**config.mk**
```make
export PLATFORM = sky130hd
export DESIGN_NAME = gate_driver_spi_slave
export DESIGN_NICKNAME = d
export VERILOG_FILES = /design/src/hw/gate_spi_pkg.sv /design/src/hw/gate_driver_spi_slave.sv
export VERILOG_INCLUDE_DIRS = /design/src /design/src/hw
export SDC_FILE = /design/constraint.sdc
export NUM_CORES = 1
export LEC_CHECK = 0
export BUFFER_PORTS_ARGS = -buffer_cell sky130_fd_sc_hd__buf_4
export CAP_MARGIN = 20
export CELL_PAD_IN_SITES_DETAIL_PLACEMENT = 1
export CELL_PAD_IN_SITES_GLOBAL_PLACEMENT = 1
export CORE_MARGIN = 3
export CORE_UTILIZATION = 24
export CTS_CLUSTER_SIZE = 14
export DETAILED_ROUTE_END_ITERATION = 12
export PLACE_DENSITY_LB_ADDON = 0.1
export SETUP_SLACK_MARGIN = 0.02
export SYNTH_ARGS = -nofsm -noshare
export SYNTH_HDL_FRONTEND = slang
export SYNTH_SLANG_ARGS = --single-unit
```
**constraint.sdc**
```tcl
create_clock -name pclk -period 4.65 [get_ports pclk]
set_input_delay 0 -clock pclk [delete_from_list [all_inputs] [get_ports pclk]]
set_output_delay 0 -clock pclk [all_outputs]
set_load 0.01 [all_outputs]
```
**src/hw/gate_spi_params.svh**
```systemverilog
// Constants for the gate driver serial slave port and its register bus
`ifndef GATE_SPI_PARAMS_SVH
`define GATE_SPI_PARAMS_SVH

`define FRAME_LEN 5'h10
`define CNT_MAX 5'h1F
`define RW_WRITE 1'b0
`define STATUS_ADDR 4'h0
`define FAULT_WORD 16'h8000
`define PIN_RST 4'hA
`define CTRL_RST 1'b1

`define OFS_CTRL 12'h000
`define OFS_LINK 12'h004
`define OFS_IRQ_STAT 12'h008
`define OFS_IRQ_CLR 12'h00C
`define OFS_IRQ_EN 12'h010
`define OFS_LAST 12'h014
`define WIN_PAGE 6'h01

`define EV_OK 0
`define EV_ERR 1
`define EV_WR 2
`define EV_GATE 3
`define EV_N 4

`endif

```
**src/hw/gate_spi_pkg.sv**
```systemverilog
// Types shared by the gate driver serial slave port
package gate_spi_pkg;

  typedef struct packed {
    logic rw;
    logic [3:0] addr;
    logic [10:0] data;
  } spi_cmd_type;

  typedef struct packed {
    logic fault;
    logic [3:0] addr;
    logic [10:0] data;
  } spi_resp_type;

  typedef logic [15:0][10:0] reg_file_type;

  typedef enum logic [1:0] {
    ST_IDLE = 2'b01,
    ST_FRAME = 2'b10
  } frame_state_type;

endpackage

```
**src/hw/gate_driver_spi_slave.sv**
```systemverilog
// Serial slave port of a three-phase gate driver with an APB control face
//
// The implementer's own choices: the register addresses and the APB slave port.
`timescale 1ns/1ps
`default_nettype none
`include "gate_spi_params.svh"

module gate_driver_spi_slave (
  input wire logic pclk,
  input wire logic presetn,
  input wire logic ce,
  input wire logic psel,
  input wire logic penable,
  input wire logic pwrite,
  input wire logic [11:0] paddr,
  input wire logic [31:0] pwdata,
  output logic [31:0] prdata,
  output logic pready,
  output logic pslverr,
  input wire logic sclk,
  input wire logic chip_select_n,
  input wire logic sdi,
  input wire logic gate_enable,
  input wire logic [10:0] fault_in,
  output logic sdo_out,
  output logic sdo_oe_n,
  output logic irq,
  output gate_spi_pkg::reg_file_type reg_image
);

  // Reset levels match the idle pins: gate high, select high, clock low,
  // so leaving reset with the gate already enabled is not taken as a gate rise
  localparam logic [3:0] PIN_RST = `PIN_RST;

  ////////////////////////////////////////////////////////////////////////////
  // Pin synchronisers: {gate_enable, sclk, chip_select_n, sdi}
  logic [3:0] pin_raw;
  logic [3:0] s1_reg;
  logic [3:0] s2_reg;
  logic [3:0] s3_reg;
  logic [3:0] filt_reg;
  logic [3:0] filt_d_reg;

  // Three stages against metastability; only the second stage reads the first
  assign pin_raw = {gate_enable, sclk, chip_select_n, sdi};

  always_ff @(posedge pclk or negedge presetn) begin
    if (!presetn) begin
      s1_reg <= PIN_RST;
      s2_reg <= PIN_RST;
      s3_reg <= PIN_RST;
      filt_d_reg <= PIN_RST;
    end else if (ce) begin
      s1_reg <= pin_raw;
      s2_reg <= s1_reg;
      s3_reg <= s2_reg;
      filt_d_reg <= filt_reg;
    end
  end

  // A level only counts once two later stages agree, so one noisy sample is dropped
  genvar gp;
  generate
    for (gp = 0; gp < 4; gp = gp + 1) begin : g_filt
      always_ff @(posedge pclk or negedge presetn) begin
        if (!presetn) begin
          filt_reg[gp] <= PIN_RST[gp];
        end else if (ce && (s2_reg[gp] == s3_reg[gp])) begin
          filt_reg[gp] <= s3_reg[gp];
        end
      end
    end
  endgenerate

  // Filtered pin levels and their one-cycle-old copies give clean edge strobes
  logic gate_f;
  logic sclk_f;
  logic cs_f;
  logic sdi_f;
  logic ctrl_en_reg;
  logic link_en;
  logic gate_rise;
  logic sclk_rise;
  logic sclk_fall;
  logic sel_fall;

  assign gate_f = filt_reg[3];
  assign sclk_f = filt_reg[2];
  assign cs_f = filt_reg[1];
  assign sdi_f = filt_reg[0];
  assign link_en = gate_f & ctrl_en_reg;
  assign gate_rise = gate_f & ~filt_d_reg[3];
  assign sclk_rise = sclk_f & ~filt_d_reg[2];
  assign sclk_fall = ~sclk_f & filt_d_reg[2];
  // Select edges only count while the link is enabled, so no frame can start
  // in low-power mode and be taken for a fresh one later
  assign sel_fall = ~cs_f & filt_d_reg[1] & link_en;

  ////////////////////////////////////////////////////////////////////////////
  // Frame sequencing
  gate_spi_pkg::frame_state_type state_reg;
  gate_spi_pkg::frame_state_type state_next;
  logic in_frame;
  logic frame_end;
  logic frame_valid;
  logic start_low_reg;
  logic [4:0] bit_cnt_reg;
  logic [15:0] rx_reg;
  gate_spi_pkg::spi_cmd_type rx_cmd;

  assign in_frame = (state_reg == gate_spi_pkg::ST_FRAME);
  // Select rising or the link being switched off both end a frame
  assign frame_end = in_frame & (cs_f | ~link_en);
  // command and data fields
  // The struct view gives rw in bit 15, address 14:11, data 10:0
  assign rx_cmd = rx_reg;
  // Any bad property of a frame raises the fault flag and the frame error event and drops the write
  // exact count and clean edges
  assign frame_valid = frame_end & link_en & (bit_cnt_reg == `FRAME_LEN)
    & start_low_reg & ~sclk_f;

  // Two states: waiting for select, inside a frame
  always_comb begin
    state_next = state_reg;
    unique case (state_reg)
      gate_spi_pkg::ST_IDLE: begin
        if (sel_fall) begin
          state_next = gate_spi_pkg::ST_FRAME;
        end
      end
      gate_spi_pkg::ST_FRAME: begin
        if (frame_end) begin
          state_next = gate_spi_pkg::ST_IDLE;
        end
      end
    endcase
  end

  always_ff @(posedge pclk or negedge presetn) begin
    if (!presetn) begin
      state_reg <= gate_spi_pkg::ST_IDLE;
    end else if (ce) begin
      state_reg <= state_next;
    end
  end

  always_ff @(posedge pclk or negedge presetn) begin
    if (!presetn) begin
      start_low_reg <= 1'b0;
    end else if (ce && sel_fall) begin
      start_low_reg <= ~sclk_f;
    end
  end

  // Counter saturates so a long frame never wraps back to a legal count
  // no bit timeout
  // A stalled clock inside a frame is legal, so nothing here times out
  always_ff @(posedge pclk or negedge presetn) begin
    if (!presetn) begin
      bit_cnt_reg <= 5'h00;
      rx_reg <= 16'h0000;
    end else if (ce) begin
      if (sel_fall) begin
        bit_cnt_reg <= 5'h00;
      end else if (in_frame && sclk_fall) begin
        rx_reg <= {rx_reg[14:0], sdi_f};
        if (bit_cnt_reg != `CNT_MAX) begin
          bit_cnt_reg <= bit_cnt_reg + 5'h01;
        end
      end
    end
  end

  ////////////////////////////////////////////////////////////////////////////
  // Register file, status in entry zero
  gate_spi_pkg::reg_file_type regs_reg;
  logic spi_wr;

  assign spi_wr = frame_valid & (rx_cmd.rw == `RW_WRITE);

  // Entry zero collects fault_in every cycle and is never written from the link;
  // a fault that is still present keeps its bit set in the gate rise cycle itself
  // Writes to entry zero are dropped: it only reports faults
  genvar gr;
  generate
    for (gr = 0; gr < 16; gr = gr + 1) begin : g_regs
      always_ff @(posedge pclk or negedge presetn) begin
        if (!presetn) begin
          regs_reg[gr] <= 11'h000;
        end else if (ce) begin
          if (gr == `STATUS_ADDR) begin
            regs_reg[gr] <= (gate_rise ? 11'h000 : regs_reg[gr]) | fault_in;
          end else if (spi_wr && (rx_cmd.addr == gr)) begin
            regs_reg[gr] <= rx_cmd.data;
          end
        end
      end
    end
  endgenerate

  // Copy for the gate driver core, one cycle behind the register file
  always_ff @(posedge pclk or negedge presetn) begin
    if (!presetn) begin
      reg_image <= '0;
    end else if (ce) begin
      reg_image <= regs_reg;
    end
  end

  ////////////////////////////////////////////////////////////////////////////
  // Response selection and shifting
  logic pend_fault_reg;
  logic [3:0] pend_addr_reg;
  logic [15:0] last_cmd_reg;
  gate_spi_pkg::spi_resp_type resp_word;
  logic [15:0] tx_reg;

  // The response is chosen at frame end and held until the next select fall or gate rise,
  // so a long gap between frames changes which register is sent only if the gate rises in it
  always_ff @(posedge pclk or negedge presetn) begin
    if (!presetn) begin
      pend_fault_reg <= 1'b0;
      pend_addr_reg <= `STATUS_ADDR;
      last_cmd_reg <= 16'h0000;
    end else if (ce) begin
      if (frame_end) begin
        pend_fault_reg <= ~frame_valid;
        // read target / write returns status
        pend_addr_reg <= (rx_cmd.rw == `RW_WRITE) ? `STATUS_ADDR : rx_cmd.addr;
        if (frame_valid) begin
          last_cmd_reg <= rx_reg;
        end
      end else if (gate_rise) begin
        // A gate rise forgets the old command and answers with status
        pend_fault_reg <= 1'b0;
        pend_addr_reg <= `STATUS_ADDR;
      end
    end
  end

  // layout / fault word
  // Register data follows the live register and is sampled at select fall
  always_comb begin
    resp_word = `FAULT_WORD;
    if (!pend_fault_reg) begin
      resp_word.fault = 1'b0;
      resp_word.addr = pend_addr_reg;
      resp_word.data = regs_reg[pend_addr_reg];
    end
  end

  // The first bit is driven at select fall and repeated by the first clock rise,
  // so after clock rise k the pin shows bit 16-k
  always_ff @(posedge pclk or negedge presetn) begin
    if (!presetn) begin
      tx_reg <= 16'h0000;
      sdo_out <= 1'b0;
      sdo_oe_n <= 1'b1;
    end else if (ce) begin
      if (sel_fall) begin
        tx_reg <= resp_word;
        sdo_out <= resp_word[15];
        sdo_oe_n <= 1'b0;
      end else if (!in_frame || frame_end) begin
        sdo_oe_n <= 1'b1;
      end else if (sclk_rise) begin
        sdo_out <= tx_reg[15];
        tx_reg <= {tx_reg[14:0], 1'b0};
      end
    end
  end

  ////////////////////////////////////////////////////////////////////////////
  // APB slave, one wait state so every answer comes from a flop
  logic apb_acc;
  logic apb_done;
  logic apb_wr;
  logic rd_hit;
  logic [31:0] rd_data;
  logic [`EV_N-1:0] irq_stat_reg;
  logic [`EV_N-1:0] irq_en_reg;
  logic [`EV_N-1:0] ev;
  logic [`EV_N-1:0] clr_mask;

  assign apb_acc = psel & penable;
  assign apb_done = apb_acc & pready;
  assign apb_wr = apb_done & pwrite;

  // Serial registers sit in a window of sixteen words; everything else is decoded
  // by exact address, and an unmapped access answers with an error
  always_comb begin
    rd_hit = 1'b1;
    rd_data = 32'h0000_0000;
    if (paddr[11:6] == `WIN_PAGE) begin
      rd_data = {21'h000000, regs_reg[paddr[5:2]]};
    end else begin
      case (paddr)
        `OFS_CTRL: rd_data = {31'h0000_0000, ctrl_en_reg};
        `OFS_LINK: rd_data = {23'h000000, bit_cnt_reg, in_frame, gate_f, cs_f, sclk_f};
        `OFS_IRQ_STAT: rd_data = {28'h0000000, irq_stat_reg};
        `OFS_IRQ_CLR: rd_data = 32'h0000_0000;
        `OFS_IRQ_EN: rd_data = {28'h0000000, irq_en_reg};
        `OFS_LAST: rd_data = {16'h0000, last_cmd_reg};
        default: rd_hit = 1'b0;
      endcase
    end
  end

  // Read data is captured in the wait state, so prdata stands with pready
  always_ff @(posedge pclk or negedge presetn) begin
    if (!presetn) begin
      pready <= 1'b0;
      pslverr <= 1'b0;
      prdata <= 32'h0000_0000;
    end else if (ce) begin
      pready <= apb_acc & ~pready;
      pslverr <= apb_acc & ~pready & ~rd_hit;
      if (apb_acc && !pready && !pwrite) begin
        prdata <= rd_data;
      end
    end
  end

  // Writes to read-only or unmapped words change nothing
  always_ff @(posedge pclk or negedge presetn) begin
    if (!presetn) begin
      ctrl_en_reg <= `CTRL_RST;
      irq_en_reg <= '0;
    end else if (ce && apb_wr) begin
      if (paddr == `OFS_CTRL) begin
        ctrl_en_reg <= pwdata[0];
      end
      if (paddr == `OFS_IRQ_EN) begin
        irq_en_reg <= pwdata[`EV_N-1:0];
      end
    end
  end

  ////////////////////////////////////////////////////////////////////////////
  // Interrupts: a new event beats a clear in the same cycle
  // Bits: frame ok, frame error, serial write, gate rise
  always_comb begin
    ev = '0;
    ev[`EV_OK] = frame_valid;
    ev[`EV_ERR] = frame_end & ~frame_valid;
    ev[`EV_WR] = spi_wr;
    ev[`EV_GATE] = gate_rise;
    clr_mask = '0;
    if (apb_wr && (paddr == `OFS_IRQ_CLR)) begin
      clr_mask = pwdata[`EV_N-1:0];
    end
  end

  // irq lags the status by one cycle because it comes from its own flop
  always_ff @(posedge pclk or negedge presetn) begin
    if (!presetn) begin
      irq_stat_reg <= '0;
      irq <= 1'b0;
    end else if (ce) begin
      irq_stat_reg <= (irq_stat_reg & ~clr_mask) | ev;
      irq <= |(irq_stat_reg & irq_en_reg);
    end
  end

endmodule
`default_nettype wire

```
==> results of run 1 <==
worst max-delay path: cells and delay by family, from the launching register on:
family | cells | cell delay [ns]
buf+inv | 1 | 0.33
flops | 1 | 0.48
mux | 1 | 0.42
simple gates | 4 | 1.89
routing by layer:
layer | wire length [um] | share of wire | GRT usage | vias to the layer above
met4 | 1440 | 0.019 | 0.0362 | 0
met1 | 34300 | 0.45 | 0.226 | 7309
met3 | 2690 | 0.035 | 0.0248 | 84
met5 | 0 | 0 | 0 | -
met2 | 38700 | 0.50 | 0.292 | 265
li1 | - | - | - | 5920
cell type report:
class                           count  area, um2  area share
Sequential cell                   462      11600       0.439
Multi-Input combinational cell    872       8810       0.334
Timing Repair Buffer              312       2530      0.0958
Clock buffer                       80       1600      0.0607
Tap cell                         1144       1430      0.0543
Clock inverter                     24        389      0.0148
Inverter                            8       30.0     0.00114
Antenna cell                        3       7.51    0.000285
cells in the mapped netlist (13+ instances only):
cell / n
a21oi_1: 28
a22o_1: 19
a22oi_1: 17
buf_4: 24
clkbuf_1: 81
dfrtp_1: 449
dfstp_2: 13
mux2_2: 384
mux2i_1: 21
mux4_2: 82
nand2_1: 60
nand3_1: 23
nor2_1: 32
nor3_1: 18
o21ai_0: 37
per-stage QoR:
step                worst slack [ns]  total power [W]  cell area [um2]  hold slack [ns]
detailed placement              1.37          0.00555            23900           0.0311
global route                    1.26           0.0108            26400            0.134
CTS                             1.36           0.0105            26400           0.0562
floorplan                       1.99          0.00496            20900           -0.296
finish                          1.40           0.0103            26400            0.113
global placement                1.40          0.00551            23900           0.0184
cell families (layout without fill, tap and decap cells):
group	Yosys count	in the layout	synth area share
buffers and inverters	130	424	0.0285
other	1	19	0.000180
adder cells (fa/ha/maj)	3	3	0.00180
XOR/XNOR	1	1	0.000420
AO/OA/AOI/OAI	158	158	0.0526
AND/OR/NAND/NOR	197	197	0.0486
flip-flops	462	462	0.555
multiplexers	497	497	0.313
placed cells by master, fill, tap and decap left out, drive strengths merged, types with 19 or more instances in the layout:
master and n:
a21oi 28, a22o 19, buf 269, clkbuf 81, dfrtp 449, dlygate4sd3 42, mux2 394, mux2i 21
mux4 82, nand2 60, nand3 23, nor2 32, o21ai 37
timing repair:
action                                  in CTS  in global routing
endpoints found under the setup margin       0                  0
hold buffers                                43                  0
endpoints found under the hold margin      111                  0
worst max-delay path by stage:
stage,start,depth (start not counted),to
3_3_place_gp,sclk_f$_DFFE_PN0P_,6,regs_reg[115]$_DFFE_PN0P_
5_1_grt,sclk_f$_DFFE_PN0P_,6,regs_reg[115]$_DFFE_PN0P_
6_report,sclk_f$_DFFE_PN0P_,6,regs_reg[113]$_DFFE_PN0P_
4_1_cts,sclk_f$_DFFE_PN0P_,6,regs_reg[112]$_DFFE_PN0P_
2_1_floorplan,bit_cnt_reg[2]$_DFFE_PN0P_,7,regs_reg[100]$_DFFE_PN0P_
3_5_place_dp,sclk_f$_DFFE_PN0P_,6,regs_reg[113]$_DFFE_PN0P_
power breakdown:
part	leakage, nW	internal [W]	switching, W
Combinational	5.05	0.000460	0.000480
Sequential	6.27	0.00422	0.000362
Clock	0.984	0.00294	0.00180
==> results.toml, run 1 <==
[run_status]
status = "complete, no violations"

[floorplan]
die_area_mm2 = 0.0905
start_util = 0.244
die_x_um = 301
io_pins = 278
die_y_um = 301
rows = 107
core_mm2 = 0.0857

[pwr]
p_leak_nw = 12.3
max-vdd-ir-drop_v = 0.000257
cellPowerDensity_mw_per_mm2 = 389

[worst_hold_path]
whs_endpoint = "prdata[0]$_DFFE_PN0P_"
hold_start = "paddr[8]"
hold_depth = 5
hold_class = "in -> reg"

[synthesis]
syn_avg_cell_area_um2 = 14.4
synth-async-reset-ratio = 1.00
synth_top_cell_by_area = "dfrtp_1"
ys_warn_count = 0
synth_cells = 1449
syn_area_mm2 = 0.0209
synth_flop_cell = "dfrtp_1"
synth_edf_count = 0
synth_area_leaders = "dfrtp_1 54%, mux2_2 21%, mux4_2 8.9%"
ys_ff_latch = 462
seq_area_frac_synth = 0.555
synth_top_area_frac = 0.538
synth_cell_types = 63

[route]
via_per_inst = 4.67
wl_per_cell_um = 26.5
drc = 0
wirelength_mm = 77.1
vias = 13600
ant_nets = 0
drt_pass1_iterations = 7
drt_iter0_drc = 760

[critical_path]
worstReg2RegEnd = "regs_reg[113]$_DFFE_PN0P_"
reg2reg_slack_ns = 1.40
path_max_fanout = 18
cp_cell_sequence = "or4b_4 > nor4_4 > buf_4 > nand2b_2 > or3_1 > mux2_2"
timing.rr.start = "sclk_f$_DFFE_PN0P_"
cp_data_arrival_time_ns = 3.74
cp-end-kind = "register"
slowest_stage = "or3_1"
cpPeakStageDelay_ns = 0.82
cp_data_required_time_ns = 5.14
reg2reg_depth = 6
start_kind = "register"
timing_worst_setup_path_type = "reg -> reg"

[global_route]
grt_pass1_wl_mm = 112
antenna_found_initial = 2
grt_usage = 0.169
grt_pass1_vias = 14800
overflow = 0
grt_max_degree = 159

[sta]
maxSlewViolCount = 0
setup_violations = 0
finalCriticalPeriod_ns = 3.25
hold_violations = 0
worstMarginPinSlew_ns = 1.08
fmax_mhz = 308
fin_worst_skew_ns = 0.0186
slew_headroom = 0.273
period_share = 0.699
rsz0062_at_grt = "no"
tns_ns = 0

[clock_tree]
cts_root_buf = "clkbuf_16"
cts_tree = "yes"
cts_made_buffers = 56
cts_setup_buffers = 0
cts_resized = 0
cts_sinks = 462
clock_path_buffers = 3
insertion_delay_ns = 0.61
clkTransAtPathRegs_ns = 0.06
htree_levels = 2

[layout]
nets = 1780
postLayoutCoreUtil = 0.308
layout-drive-gt1-share = 0.498
fill_cells = 9069
syn_to_final_growth_pct = 26.4
fin_cells = 2905

[place]
io_buffers = 233
dp.cells = 2755
gp_congestion = 0.804
dpl.hpwl_mm = 54.0

[flow_run]
drv_cap = 0
No activity file was read; power rests on OpenSTA's default activity.
==> run 2: changes to the inputs <==
- ABC_AREA: not set -> 1
- clock period: 4.65 -> 2.7 ns (I/O delays scaled with it)
==> run 2 against run 1 <==
Effect of this change: combinational power grew 28%; synthesized cell count up 82%; hold slack got worse by 0.041 ns; die area up 3.0%; synthesized area grew 3.0%; register-to-register slack worse by 0.87 ns; flip-flop and latch count did not move.
==> results.toml, run 2 <==
[run_status]
status = "complete, no violations"

[route]
drt_pass1_iterations = 5
wirelength_mm = 90.5
via_per_inst = 4.60
drc = 0
vias = 18900
ant_nets = 0
drt_iter0_drc = 1087
wl_per_cell_um = 22.1

[worst_hold_path]
hold_class = "in -> reg"

[clock_tree]
cts_made_buffers = 58
clkTransAtPathRegs_ns = 0.06
insertion_delay_ns = 0.62
cts_tree = "yes"
htree_levels = 2
cts_sinks = 462
cts_root_buf = "clkbuf_16"
cts_resized = 0
clock_path_buffers = 3

[critical_path]
cp_data_arrival_time_ns = 2.64
path_max_fanout = 22
start_kind = "register"
cp_data_required_time_ns = 3.17
timing_worst_setup_path_type = "reg -> reg"
cpPeakStageDelay_ns = 0.59
cp-end-kind = "register"
slowest_stage = "dfstp_2"
cp_cell_sequence = "nand2_2 > clkinv_2 > nand3_2 > nor2_4 > nand2_4 > clkinv_2 > nand2_8 > nor2_4 > nand2_2 > nand2_1 > o21ai_1"

[place]
gp_congestion = 0.846
dp.cells = 3946
dpl.hpwl_mm = 65.3
io_buffers = 233

[synthesis]
synth-async-reset-ratio = 1.00
synth_top_cell_by_area = "dfrtp_1"
yosysMostFrequentCell = "nand2_1"
ys_warn_count = 0
synth_top_family_by_area = "simple AND/OR/NAND/NOR gates"
synth.mux.area_fraction = 0
synth_area_leaders = "dfrtp_1 52%, nand2_1 15%, o21ai_0 5.3%"
syn_avg_cell_area_um2 = 8.15
synth_cells = 2637
synth_flop_cell = "dfrtp_1"
ys_ff_latch = 462
synth_cell_types = 40
syn_area_mm2 = 0.0215
synth_top_area_frac = 0.523
synth_edf_count = 0
synth_xor_area_frac = 0
synthTopCellsByCount = "881 x nand2_1, 449 x dfrtp_1, 226 x o21ai_0"
synth-adder-area-share = 0.00175
synth-simple-area-share = 0.236
seq_area_frac_synth = 0.539
synth-compound-area-share = 0.147

[sta]
rsz0062_at_grt = "no"
fin_worst_skew_ns = 0.0108
hold_violations = 0
fmax_mhz = 461
tns_ns = 0
setup_violations = 0
slew_headroom = 0.387
period_share = 0.803
finalCriticalPeriod_ns = 2.17
maxSlewViolCount = 0
worstMarginPinSlew_ns = 0.920

[floorplan]
core_mm2 = 0.0886
io_pins = 278
start_util = 0.242
die_y_um = 305
die_area_mm2 = 0.0932
rows = 109
die_x_um = 305

[layout]
syn_to_final_growth_pct = 26.1
fill_cells = 10400
multi_input_area_mm2 = 0.00833
final_cell_mix = "881 x nand2_1, 447 x dfrtp_1, 289 x buf_4, 226 x o21ai_0, 195 x inv_1"
regArea_mm2 = 0.0116
antennaDiodeCount = 0
nets = 2956
fin_cells = 4102
layout-drive-gt1-share = 0.184
final_common_cell = "nand2_1"

[pwr]
max-vdd-ir-drop_v = 0.000435
p_leak_nw = 12.5
cellPowerDensity_mw_per_mm2 = 616

[global_route]
antenna_found_initial = 0
grt_max_degree = 193
grt_pass1_vias = 19700
overflow = 0
grt_usage = 0.192
grt_pass1_wl_mm = 134

[flow_run]
drv_cap = 0
==> run 2: changes by cell type in the layout (fill, tap and decap cells not counted), moves of 21 or more <==
cell	delta
o21ai_2	+42
buf_4	+26
inv_1	+187
mux2_2	-384
nand3_1	+110
o21ai_1	+149
a21oi_1	+59
o21ai_0	+189
nand2_1	+821
o211ai_1	+38
mux4_2	-82
mux2i_1	-21
nand2_2	+39
nor2_1	+81
==> run 2: worst paths after layout <==
check | start | to | slack [ns] | cells after the start
max in group asynchronous | presetn | reg_image[119]$_DFFE_PN0P_ | 1.40 | 4
max | gate_f$_DFFE_PN1P_ | regs_reg[28]$_DFFE_PN0P_ | 0.53 | 11
max reg2reg | gate_f$_DFFE_PN1P_ | regs_reg[28]$_DFFE_PN0P_ | 0.53 | 11
min | paddr[4] | prdata[10]$_DFFE_PN0P_ | 0.07 | 6
min reg2reg | s1_reg[3]$_DFFE_PN1P_ | s1_reg[3]$_DFFE_PN1P_ | 0.47 | 2
min in group asynchronous | presetn | regs_reg[111]$_DFFE_PN0P_ | 0.47 | 3
==> run 2: worst max-delay path, delay by kind of cell, from the launching register on <==
kind	cells	cell delay [ns]
buffers and inverters	2	0.17
AOI/OAI and AO/OA	1	0.08
and+or+nand+nor	8	1.16
DFF	1	0.59
==> run 2: timing repair <==
action / in CTS / in global routing
buffers inserted: 0 / 0
hold buffers: 47 / 0
endpoints found under the setup margin: 0 / 0
hold endpoints to repair: 433 / 0
==> run 2: per-stage QoR <==
stage / area, um2 / total power [W] / hold slack, ns / utilization / worst slack, ns
after floorplan: 21600 / 0.00786 / -0.296 / - / 0.962
after global placement: 24600 / 0.00849 / 0.0519 / 0.277 / 0.582
after detailed placement: 24600 / 0.00852 / 0.0490 / 0.277 / 0.538
after CTS: 27100 / 0.0170 / 0.0264 / 0.306 / 0.500
after global routing: 27100 / 0.0174 / 0.107 / 0.306 / 0.413
final: 27100 / 0.0167 / 0.0717 / 0.306 / 0.532
==> run 2: cell type report <==
class                   count  area share
clock buffers              82      0.0628
repair buffers            349       0.107
clock inverters            27      0.0121
flip-flops and latches    462       0.427
multi-input cells        1806       0.307
well taps                1165      0.0538
inverters                 211      0.0297
==> run 2: cell families after synthesis <==
kind of cell | Yosys count
compound gates | 569
fa+ha+maj | 3
buf+inv | 384
flops | 462
other cells | 1
simple gates | 1218
==> run 2: metal layers <==
layer | share of wire | global-route usage | up-vias
li1 | - | - | 8973
met5 | 0 | 0 | -
met1 | 0.48 | 0.268 | 9382
met3 | 0.042 | 0.0311 | 118
met2 | 0.45 | 0.307 | 399
met4 | 0.029 | 0.0540 | 0
==> run 2: report_power, final <==
| part | total, W | switching (W) | internal (W) | leakage (nW) |
|---|---|---|---|---|
| combinational | 0.00120 | 0.000862 | 0.000342 | 5.25 |
| clock | 0.00829 | 0.00325 | 0.00504 | 0.994 |
| sequential | 0.00721 | 0.000123 | 0.00709 | 6.23 |
==> run 3: changes to the inputs <==
- clock period: 2.7 -> 2.2 ns (I/O delays scaled with it)
==> run 3 against run 2 <==
Effect of this change: power up 23%; highest routed layer unchanged; count of clock-buffer cells in the layout down 3; clock power up 23%; final cell count up 0.73%; sequential power up 23%; routed wire length up 0.68%; the run now ends with negative hold slack left; largest power group unchanged; via count up 0.91%; critical path depth down 3; critical path type unchanged; maximum frequency up 6.3%; die area unchanged.
==> results.toml, run 3 (synthesis results as in run 2) <==
[critical_path]
timing.rr.start = "pend_addr_reg[0]$_DFFE_PN0P_"
cp-endpoint = "tx_reg[6]$_DFFE_PN0P_"
worstReg2RegEnd = "tx_reg[6]$_DFFE_PN0P_"
slowest_stage = "dfrtp_4"
cp_top_family = "flip-flops"
path_max_fanout = 21
cp_data_arrival_time_ns = 2.55
cp_data_required_time_ns = 2.71
reg2reg_slack_ns = 0.16
cp-end-kind = "register"
reg2reg_depth = 8
start_kind = "register"
worst-path-stages = 8
cp_cell_sequence = "inv_1 > buf_4 > o21ai_0 > nand3_1 > nand3_1 > nand3_1 > nand2_1 > inv_1"
crit_top_cell = "nand3_1"
timing_worst_setup_path_type = "reg -> reg"
crit_path_start = "pend_addr_reg[0]$_DFFE_PN0P_"
cp_num_buf_inv = 3
cpPeakStageDelay_ns = 0.70

[floorplan]
io_pins = 278
core_mm2 = 0.0886
die_x_um = 305
die_area_mm2 = 0.0932
start_util = 0.242
rows = 109
die_y_um = 305

[layout]
layout-drive-gt1-share = 0.193
fill_cells = 10400
antennaDiodeCount = 0
final_common_cell = "nand2_1"
syn_to_final_growth_pct = 28.2
final_cell_mix = "880 x nand2_1, 447 x dfrtp_1, 308 x buf_4, 226 x o21ai_0, 195 x inv_1"
design_area_mm2 = 0.0276
nets = 2988
fin_cells = 4132

[pwr]
cellPowerDensity_mw_per_mm2 = 748
power_w = 0.0206
max-vdd-ir-drop_v = 0.000469
p_leak_nw = 12.7

[place]
gp_congestion = 0.850
dp.cells = 3982
io_buffers = 233
placed_cell_area_mm2 = 0.0251
dpl.hpwl_mm = 65.9

[sta]
worstMarginPinSlew_ns = 0.843
period_share = 0.928
fmax_mhz = 490
setup_violations = 0
hold_ws_ns = -0.0109
fin_worst_skew_ns = 0.0205
slew_headroom = 0.438
maxSlewViolCount = 0
finalCriticalPeriod_ns = 2.04
tns_ns = 0
hold_violations = 1
rsz0062_at_grt = "yes"

[route]
ant_nets = 0
drc = 0
drt_iter0_drc = 1109
vias = 19000
via_per_inst = 4.61
wirelength_mm = 91.1
wl_per_cell_um = 22.0
drt_pass1_iterations = 5

[global_route]
grt_pass1_wl_mm = 136
antenna_found_initial = 1
grt_usage = 0.194
grt_pass1_vias = 20100
grt_max_degree = 174
overflow = 0

[run_status]
violations = "negative hold slack"
status = "complete, but fails checks"

[clock_tree]
htree_levels = 2
clock_path_buffers = 3
cts_made_buffers = 56
cts_tree = "yes"
cts_setup_buffers = 0
cts_root_buf = "clkbuf_16"
insertion_delay_ns = 0.62
clkTransAtPathRegs_ns = 0.06
cts_sinks = 462

[worst_hold_path]
hold_class = "in -> reg"

[flow_run]
drv_cap = 0
==> run 3: cell types whose count changed in the layout (fill, tap and decap cells not counted), sizes merged <==
| cell | previous run | this run |
|---|---|---|
| dlygate4sd3 | 46 | 44 |
| inv | 210 | 211 |
| clkinv | 15 | 16 |
| clkbuf | 82 | 79 |
| bufinv | 7 | 9 |
| clkinvlp | 6 | 1 |
| buf | 303 | 339 |
==> run 3: cell type report <==
| type | count | area, um2 | share of cell area |
|---|---|---|---|
| clock inverter | 26 | 373 | 0.0135 |
| clock buffer | 79 | 1640 | 0.0595 |
| tap | 1165 | 1460 | 0.0529 |
| timing repair buffer | 383 | 3370 | 0.122 |
| sequential | 462 | 11600 | 0.420 |
| inverter | 211 | 805 | 0.0292 |
| multi-input combinational | 1806 | 8340 | 0.302 |
==> run 3: where the power goes <==
group	total (W)	switching [W]	internal, W
Combinational	0.00153	0.00108	0.000451
Sequential	0.00884	0.000145	0.00870
Clock	0.0102	0.00400	0.00623
==> run 3: how the worst min path moves through the flow <==
stage                     startpoint                         end  slack [ns]  cells after the start
after floorplan              presetn  bit_cnt_reg[0]$_DFFE_PN0P_       -0.30                      0
after global placement       presetn   reg_image[90]$_DFFE_PN0P_       -0.05                      1
after detailed placement     presetn   reg_image[90]$_DFFE_PN0P_       -0.05                      1
after CTS                   paddr[1]         pslverr$_DFFE_PN0P_       0.003                      5
after global routing        paddr[1]         pslverr$_DFFE_PN0P_        0.04                      5
final                       paddr[1]         pslverr$_DFFE_PN0P_       -0.01                      5
==> run 3: repair_timing <==
action	in CTS	in global routing
hold endpoints to repair	499	0
setup endpoints to repair	0	17
gates resized for setup	0	2
hold buffers	45	0
==> run 3: routing by layer <==
layer	GRT usage	part of all wire
met3	0.0276	0.039
met4	0.0542	0.027
met2	0.310	0.45
met5	0	0
met1	0.274	0.48
==> run 3: metrics by stage <==
| stage | util | hold slack, ns | setup WS, ns |
|---|---|---|---|
| finish | 0.311 | -0.0109 | 0.159 |
| global route | 0.311 | 0.0392 | 0.0106 |
| CTS | 0.311 | 0.00329 | 0.136 |
| detailed placement | 0.283 | -0.0487 | 0.162 |
| global placement | 0.283 | -0.0502 | 0.142 |
| floorplan | - | -0.296 | 0.462 |
==> run 3: worst register-to-register path, stage by stage, from the launching register on <==
cell	delay (ns)
dfrtp_4	0.70
inv_1	0.17
buf_4	0.21
o21ai_0	0.27
nand3_1	0.21
nand3_1	0.16
nand3_1	0.10
nand2_1	0.07
inv_1	0.04
